### src/ckgr_pkg.sv
// shared constants and types of the clock generator control/id register block
package ckgr_pkg;
  localparam logic [6:0] DEV_ADDR = 7'h69;
  localparam logic [3:0] REG_CTRL_IDX = 4'h6;
  localparam logic [3:0] REG_ID_IDX = 4'h7;
  localparam logic [3:0] REG_READBACK_IDX = 4'h5;
  localparam logic [3:0] LAST_REG_IDX = 4'h7;
  localparam logic [7:0] BLOCK_COUNT = 8'h08;
  localparam logic [7:0] FILL_BYTE = 8'hFF;
  localparam int CTRL_REF_BIT = 7;
  localparam int CTRL_CLK2_BIT = 6;
  localparam int CTRL_TOGGLE_BIT = 0;
  localparam logic CTRL_RESET_BIT = 1'b0;
  localparam logic [1:0] STRAP_WAIT = 2'h3;
  localparam int SYNC_W = 11;

  typedef enum logic [2:0] {
    ST_IDLE, ST_ADDR, ST_ADDR_ACK, ST_WRX, ST_WR_ACK, ST_RD, ST_RD_HACK
  } ckgr_state_e;

  // synchronised pin levels
  typedef struct packed {
    logic scl;
    logic sda;
    logic proc_halt_n;
    logic pci_halt_n;
    logic mem_halt_n;
    logic mobile_mode;
    logic graphics_rate_select;
    logic [3:0] freq_select_pins;
  } ckgr_pins_s;
endpackage

### src/ckgr_regs.sv
// serial-bus control and identification registers of the clock generator
`timescale 1ns/1ns
`default_nettype none
module ckgr_regs import ckgr_pkg::*; #(
  // value is arbitrary, stands for the maker code
  parameter logic [7:0] MAKER_ID = 8'h5A
) (
  // clock and reset
  input wire logic mclk,
  input wire logic sys_rst,
  // serial bus pins
  input wire logic scl,
  input wire logic sda_in,
  output logic sda_out,
  output logic sda_oe_n,
  // device pins
  input wire logic proc_halt_n,
  input wire logic pci_halt_n,
  input wire logic mem_halt_n,
  input wire logic mobile_mode,
  input wire logic graphics_rate_select,
  input wire logic [3:0] freq_select_pins,
  // clock control outputs
  output logic ref_drive_double,
  output logic [2:0] proc_clk_en,
  output logic graphics_rate_sel_eff,
  output logic [3:0] freq_select_latched
);
  typedef struct packed {
    ckgr_state_e st;
    logic [3:0] bitcnt;
    logic [7:0] shreg;
    logic rw;
    logic [3:0] widx;
    logic [3:0] ridx;
    logic [7:0] tx;
    logic sda_oe_n;
    logic ref2x;
    logic clk2free;
    logic agp_toggle;
    logic [1:0] strap_cnt;
    logic strapped;
    logic agp_latched;
    logic [3:0] fs_latched;
    logic [2:0] proc_en;
    logic agp_eff;
    logic scl_prev;
    logic sda_prev;
  } ckgr_state_s;

  ckgr_pins_s pin_s;
  ckgr_state_s s_reg, s_next;
  logic scl_rise, scl_fall, start_seen, stop_seen;
  logic [7:0] ctrl_byte;
  logic [7:0] rd_byte;
  logic [3:0] reg_idx;
  logic stop_proc;

  ckgr_sync u_sync (
    .mclk(mclk),
    .sys_rst(sys_rst),
    .async_in({scl, sda_in, proc_halt_n, pci_halt_n, mem_halt_n, mobile_mode,
               graphics_rate_select, freq_select_pins}),
    .sync_out(pin_s)
  );

  assign scl_rise = pin_s.scl & ~s_reg.scl_prev;
  assign scl_fall = ~pin_s.scl & s_reg.scl_prev;
  assign start_seen = pin_s.scl & s_reg.scl_prev & s_reg.sda_prev & ~pin_s.sda;
  assign stop_seen = pin_s.scl & s_reg.scl_prev & ~s_reg.sda_prev & pin_s.sda;

  assign ctrl_byte = {s_reg.ref2x, s_reg.clk2free, s_reg.agp_eff, pin_s.mobile_mode,
                      pin_s.proc_halt_n, pin_s.pci_halt_n, pin_s.mem_halt_n,
                      s_reg.agp_toggle};

  assign reg_idx = s_reg.ridx - 4'h1;
  always_comb begin
    rd_byte = 8'h00;
    if (s_reg.ridx == 4'h0) begin
      rd_byte = BLOCK_COUNT;
    end else if (s_reg.ridx > LAST_REG_IDX + 4'h1) begin
      rd_byte = FILL_BYTE;
    end else if (reg_idx == REG_CTRL_IDX) begin
      rd_byte = ctrl_byte;
    end else if (reg_idx == REG_ID_IDX) begin
      rd_byte = MAKER_ID;
    end else if (reg_idx == REG_READBACK_IDX) begin
      rd_byte = {s_reg.fs_latched, 4'h0};
    end
  end

  assign stop_proc = pin_s.mobile_mode & ~pin_s.proc_halt_n;

  always_comb begin
    s_next = s_reg;
    s_next.scl_prev = pin_s.scl;
    s_next.sda_prev = pin_s.sda;
    // straps caught once the synchroniser has settled after reset
    if (!s_reg.strapped) begin
      if (s_reg.strap_cnt == STRAP_WAIT) begin
        s_next.strapped = 1'b1;
        s_next.agp_latched = pin_s.graphics_rate_select;
        s_next.fs_latched = ~pin_s.freq_select_pins;
      end else begin
        s_next.strap_cnt = s_reg.strap_cnt + 2'h1;
      end
    end
    s_next.agp_eff = s_reg.agp_latched ^ s_reg.agp_toggle;
    s_next.proc_en[0] = ~stop_proc;
    s_next.proc_en[1] = ~stop_proc;
    s_next.proc_en[2] = ~stop_proc | s_reg.clk2free;

    if (stop_seen) begin
      s_next.st = ST_IDLE;
      s_next.sda_oe_n = 1'b1;
    end else if (start_seen) begin
      s_next.st = ST_ADDR;
      s_next.bitcnt = 4'h0;
      s_next.sda_oe_n = 1'b1;
    end else if (scl_rise) begin
      case (s_reg.st)
        ST_ADDR, ST_WRX: begin
          s_next.shreg = {s_reg.shreg[6:0], pin_s.sda};
          s_next.bitcnt = s_reg.bitcnt + 4'h1;
        end
        // host nack ends the read
        ST_RD_HACK: s_next.rw = ~pin_s.sda;
        default: s_next.bitcnt = s_reg.bitcnt;
      endcase
    end else if (scl_fall) begin
      case (s_reg.st)
        ST_ADDR: begin
          if (s_reg.bitcnt == 4'h8) begin
            if (s_reg.shreg[7:1] == DEV_ADDR) begin
              s_next.st = ST_ADDR_ACK;
              s_next.rw = s_reg.shreg[0];
              s_next.sda_oe_n = 1'b0;
            end else begin
              s_next.st = ST_IDLE;
            end
          end
        end
        ST_ADDR_ACK: begin
          s_next.bitcnt = 4'h0;
          s_next.widx = 4'h0;
          if (s_reg.rw) begin
            s_next.st = ST_RD;
            s_next.ridx = 4'h1;
            s_next.tx = {BLOCK_COUNT[6:0], 1'b0};
            s_next.bitcnt = 4'h1;
            s_next.sda_oe_n = BLOCK_COUNT[7];
          end else begin
            s_next.st = ST_WRX;
            s_next.sda_oe_n = 1'b1;
          end
        end
        ST_WRX: begin
          if (s_reg.bitcnt == 4'h8) begin
            if (s_reg.widx == 4'h2 + REG_CTRL_IDX) begin
              s_next.ref2x = s_reg.shreg[CTRL_REF_BIT];
              s_next.clk2free = s_reg.shreg[CTRL_CLK2_BIT];
              s_next.agp_toggle = s_reg.shreg[CTRL_TOGGLE_BIT];
            end
            if (s_reg.widx != 4'hF) begin
              s_next.widx = s_reg.widx + 4'h1;
            end
            s_next.st = ST_WR_ACK;
            s_next.sda_oe_n = 1'b0;
          end
        end
        ST_WR_ACK: begin
          s_next.st = ST_WRX;
          s_next.bitcnt = 4'h0;
          s_next.sda_oe_n = 1'b1;
        end
        ST_RD: begin
          if (s_reg.bitcnt == 4'h8) begin
            s_next.st = ST_RD_HACK;
            s_next.sda_oe_n = 1'b1;
          end else begin
            s_next.sda_oe_n = s_reg.tx[7];
            s_next.tx = {s_reg.tx[6:0], 1'b0};
            s_next.bitcnt = s_reg.bitcnt + 4'h1;
          end
        end
        ST_RD_HACK: begin
          if (s_reg.rw) begin
            s_next.st = ST_RD;
            s_next.tx = {rd_byte[6:0], 1'b0};
            s_next.sda_oe_n = rd_byte[7];
            s_next.bitcnt = 4'h1;
            if (s_reg.ridx != 4'hF) begin
              s_next.ridx = s_reg.ridx + 4'h1;
            end
          end else begin
            s_next.st = ST_IDLE;
          end
        end
        default: s_next.st = ST_IDLE;
      endcase
    end
  end

  always_ff @(posedge mclk) begin
    if (sys_rst) begin
      s_reg <= '0;
      s_reg.st <= ST_IDLE;
      s_reg.sda_oe_n <= 1'b1;
      s_reg.ref2x <= CTRL_RESET_BIT;
      s_reg.clk2free <= CTRL_RESET_BIT;
      s_reg.agp_toggle <= CTRL_RESET_BIT;
      s_reg.proc_en <= 3'h7;
      s_reg.scl_prev <= 1'b1;
      s_reg.sda_prev <= 1'b1;
    end else begin
      s_reg <= s_next;
    end
  end

  // open-drain: only ever pulls low
  always_ff @(posedge mclk) begin
    sda_out <= 1'b0;
  end

  assign sda_oe_n = s_reg.sda_oe_n;
  assign ref_drive_double = s_reg.ref2x;
  assign proc_clk_en = s_reg.proc_en;
  assign graphics_rate_sel_eff = s_reg.agp_eff;
  assign freq_select_latched = s_reg.fs_latched;
endmodule // ckgr_regs
`default_nettype wire

### src/ckgr_sync.sv
// two-flop synchroniser for every asynchronous input bit
`timescale 1ns/1ns
`default_nettype none
module ckgr_sync import ckgr_pkg::*; (
  // clock and reset
  input wire logic mclk,
  input wire logic sys_rst,
  // raw and synchronised levels
  input wire logic [SYNC_W-1:0] async_in,
  output logic [SYNC_W-1:0] sync_out
);
  logic [SYNC_W-1:0] meta_reg;

  genvar i;
  generate
    for (i = 0; i < SYNC_W; i++) begin : g_bit
      always_ff @(posedge mclk) begin
        if (sys_rst) begin
          meta_reg[i] <= 1'b1;
          sync_out[i] <= 1'b1;
        end else begin
          meta_reg[i] <= async_in[i];
          sync_out[i] <= meta_reg[i];
        end
      end
    end
  endgenerate
endmodule // ckgr_sync
`default_nettype wire
### config.mk
export PLATFORM = sky130hd
export DESIGN_NAME = ckgr_regs
export DESIGN_NICKNAME = d
export VERILOG_FILES = /design/src/ckgr_pkg.sv /design/src/ckgr_regs.sv /design/src/ckgr_sync.sv
export SDC_FILE = /design/constraint.sdc
export NUM_CORES = 1
export LEC_CHECK = 0
export BUFFER_PORTS_ARGS = -buffer_cell sky130_fd_sc_hd__buf_2
export CAP_MARGIN = 20
export CORE_MARGIN = 5
export CORE_UTILIZATION = 25
export DETAILED_ROUTE_END_ITERATION = 6
export PLACE_DENSITY_LB_ADDON = 0.05
export SYNTH_ARGS = -nofsm -noshare
export SYNTH_HDL_FRONTEND = slang
export SYNTH_SLANG_ARGS = --single-unit
### constraint.sdc
create_clock -name mclk -period 2.4 [get_ports mclk]
set_input_delay 0.48 -clock mclk [delete_from_list [all_inputs] [get_ports mclk]]
set_output_delay 0.48 -clock mclk [all_outputs]
set_load 0.01 [all_outputs]
==> results.toml <==
[final_layout]
fill_cells = 1503
largest_register_ffs = 37
layoutNonFillerInstCount = 598
syn_to_final_growth_pct = 15.0
diodes = 0
drive_gt1_frac = 0.215
utilization = 0.294
fin_nets = 439
final_area_sq_um = 4100

[placed_design]
place_area_sq_um = 3770
dpl_worst_slack_ps = 263
dp.cells = 582
hpwl_um = 6620
routabilityCongestion = 0.756
numPortBuffers = 22

[routing]
ant_nets = 0
drtIter0Drc = 103
firstDrtPassIters = 6
viasPerCell = 4.70
vias = 2808
wirelength_um = 9090
wl_per_cell_um = 15.2
drc = 0

[sta]
finalHoldViolCount = 0
timing.final.crit_share = 0.877
relSlewSlack = 0.545
slew_violations = 0
grt_setup_unrepaired = "false"
tightestPinTransition_ps = 680
tns_ps = 0
min_period_ps = 2100
setup_viol = 0
worst_hold_slack_ps = 318
max_freq_ghz = 0.475
layout_setup_ws_ps = 295
clock_skew_ps = 7.37

[synth]
synth-edff-count = 0
yosysUniqueCellTypes = 71
synth-async-reset-ratio = 0
synthCells = 400
synth_seq_cells = 70
syn-mean-instance-area_sq_um = 8.90
synthesis.nets = 426
ys_seq_area_frac = 0.394
synthFlopType = "dfxtp_1"
syn_area_sq_um = 3560
yosysWarningCount = 0

[floorplanning]
die_area_sq_um = 16700
die_w_um = 129
die_y_um = 129
pin_count = 24
num_rows = 43
coreArea_sq_um = 13900
start_util = 0.256

[power_and_ir_drop]
powerDensity_nw_per_um2 = 713
power_leakage_nw = 1.50
total_power_mw = 2.92
ir_worst_vdd_mv = 0.394

[critical_path]
arrival_ps = 2330
max_stage_delay_ps = 540
worst_r2r_path_depth = 6
cp-end-kind = "flop"
path_cells = "inv_1 -> ha_1 -> nor2b_1 -> o2bb2ai_2 -> a32oi_1 -> o41ai_1"
critPathRequiredTime_ps = 2620
path_class = "flop to flop"
slowest_stage = "dfxtp_1"
critical_path.max_fanout = 9
worst_setup_path_start_kind = "flop"

[hold_path]
hp-class = "input port to flop"
min_path_cells = 2

[grt]
grt_usage = 0.117
grt_pass1_vias = 2759
antenna_found_initial = 0
grt_pass1_wl_um = 15000
grt_overflow = 0
grt_max_degree = 30

[clocking]
clk_pin_slew_worst_paths_ps = 60
ctsRootBufferMaster = "clkbuf_16"
postCtsResizedCells = 0
cts-hold-fix-buffers = 0
tritoncts = "yes"
cts_setup_buffers = 0
numCtsBuffers = 9
h-tree-depth = 3
worstSkewPairLatency_ps = 340
cts.path.max_buffers = 2
clkSinkCount = 70

[job]
cap_violations = 0

[outcome]
status = "finished, final reports clean"
==> path summary, 6_finish.rpt <==
check	slack (ps)	endpoint	startpoint
hold reg to reg	400	freq_select_latched[3]	u_sync.sync_out[3]
hold / removal	320	u_sync.meta_reg[2]	freq_select_pins[2]
setup / recovery	300	s_reg[19]	s_reg[26]
setup reg to reg	300	s_reg[19]	s_reg[26]
==> worst max-delay path: cells and delay by family, from the launching register on <==
kind            cells  cell delay [ps]
flops               1              540
compound gates      3              660
fa+ha+maj           1              290
simple gates        1              350
buf+inv             1              140
==> per-layer routing <==
| metal | global-route usage | share of wire | vias to the layer above |
|---|---|---|---|
| li1 | - | - | 1438 |
| met1 | 0.156 | 0.48 | 1314 |
| met2 | 0.181 | 0.46 | 46 |
| met3 | 0.0305 | 0.036 | 10 |
| met4 | 0.0463 | 0.017 | 0 |
| met5 | 0 | 0 | - |
==> layout by cell type (no fill, tap or decap), drive strengths merged, types with 3 or more instances in the layout <==
cell and count:
and3b 5, mux2i 13, buf 32, nand4b 3
nor2b 4, o21bai 5, clkbuf 9, nand4 7
ha 13, nand2 26, nor3b 5, a21o 3
a311oi 4, or4 3, or3 4, nand3 5
a21oi 25, and3 4, nor3 8, o21ai 23
a31oi 5, dfxtp 70, nor2 38, nand4bb 3
nand3b 8, a211oi 4, xnor2 3, nand2b 3
inv 20, or2 27
==> cell usage after synthesis (all sizes together), types with 5 or more instances <==
cell,count,area share
a21oi,25,0.035
dfxtp,70,0.39
inv,17,0.018
nand4,7,0.012
clkbuf,14,0.026
o21ai,23,0.032
o21bai,5,0.011
nor2,38,0.043
ha,13,0.046
nand2,26,0.027
nand3,5,0.0084
nor3,8,0.013
a31oi,5,0.013
or2,27,0.047
mux2i,13,0.037
nand3b,8,0.020
nor3b,5,0.011
buf,16,0.031
and3b,5,0.013
==> cell type report <==
type / count / area [sq um] / share of cell area
multi-input combinational: 283 / 1890 / 0.462
sequential: 70 / 1400 / 0.342
clock buffer: 9 / 225 / 0.0550
tap: 180 / 225 / 0.0550
timing repair buffer: 32 / 185 / 0.0452
clock inverter: 7 / 103 / 0.0251
inverter: 17 / 63.8 / 0.0156
==> cells by family (layout without fill, tap and decap cells) <==
logic type / Yosys count / count (layout) / synth area share
AO/OA/AOI/OAI: 88 / 88 / 0.166
XOR/XNOR: 4 / 4 / 0.00984
adder cells (fa/ha/maj): 13 / 13 / 0.0457
buffers and inverters: 47 / 65 / 0.0752
flip-flops: 70 / 70 / 0.394
multiplexers: 13 / 13 / 0.0365
other: 1 / 1 / 0.00105
AND/OR/NAND/NOR: 164 / 164 / 0.272
==> power breakdown <==
| part | switching (mW) | internal (mW) | total, mW | leakage [nW] |
|---|---|---|---|---|
| Sequential | 0.0355 | 1.22 | 1.25 | 0.571 |
| Combinational | 0.100 | 0.0882 | 0.188 | 0.770 |
| Clock | 0.555 | 0.923 | 1.48 | 0.157 |
| Total | 0.691 | 2.23 | 2.92 | 1.50 |
Power figures use the tool's default switching activity.
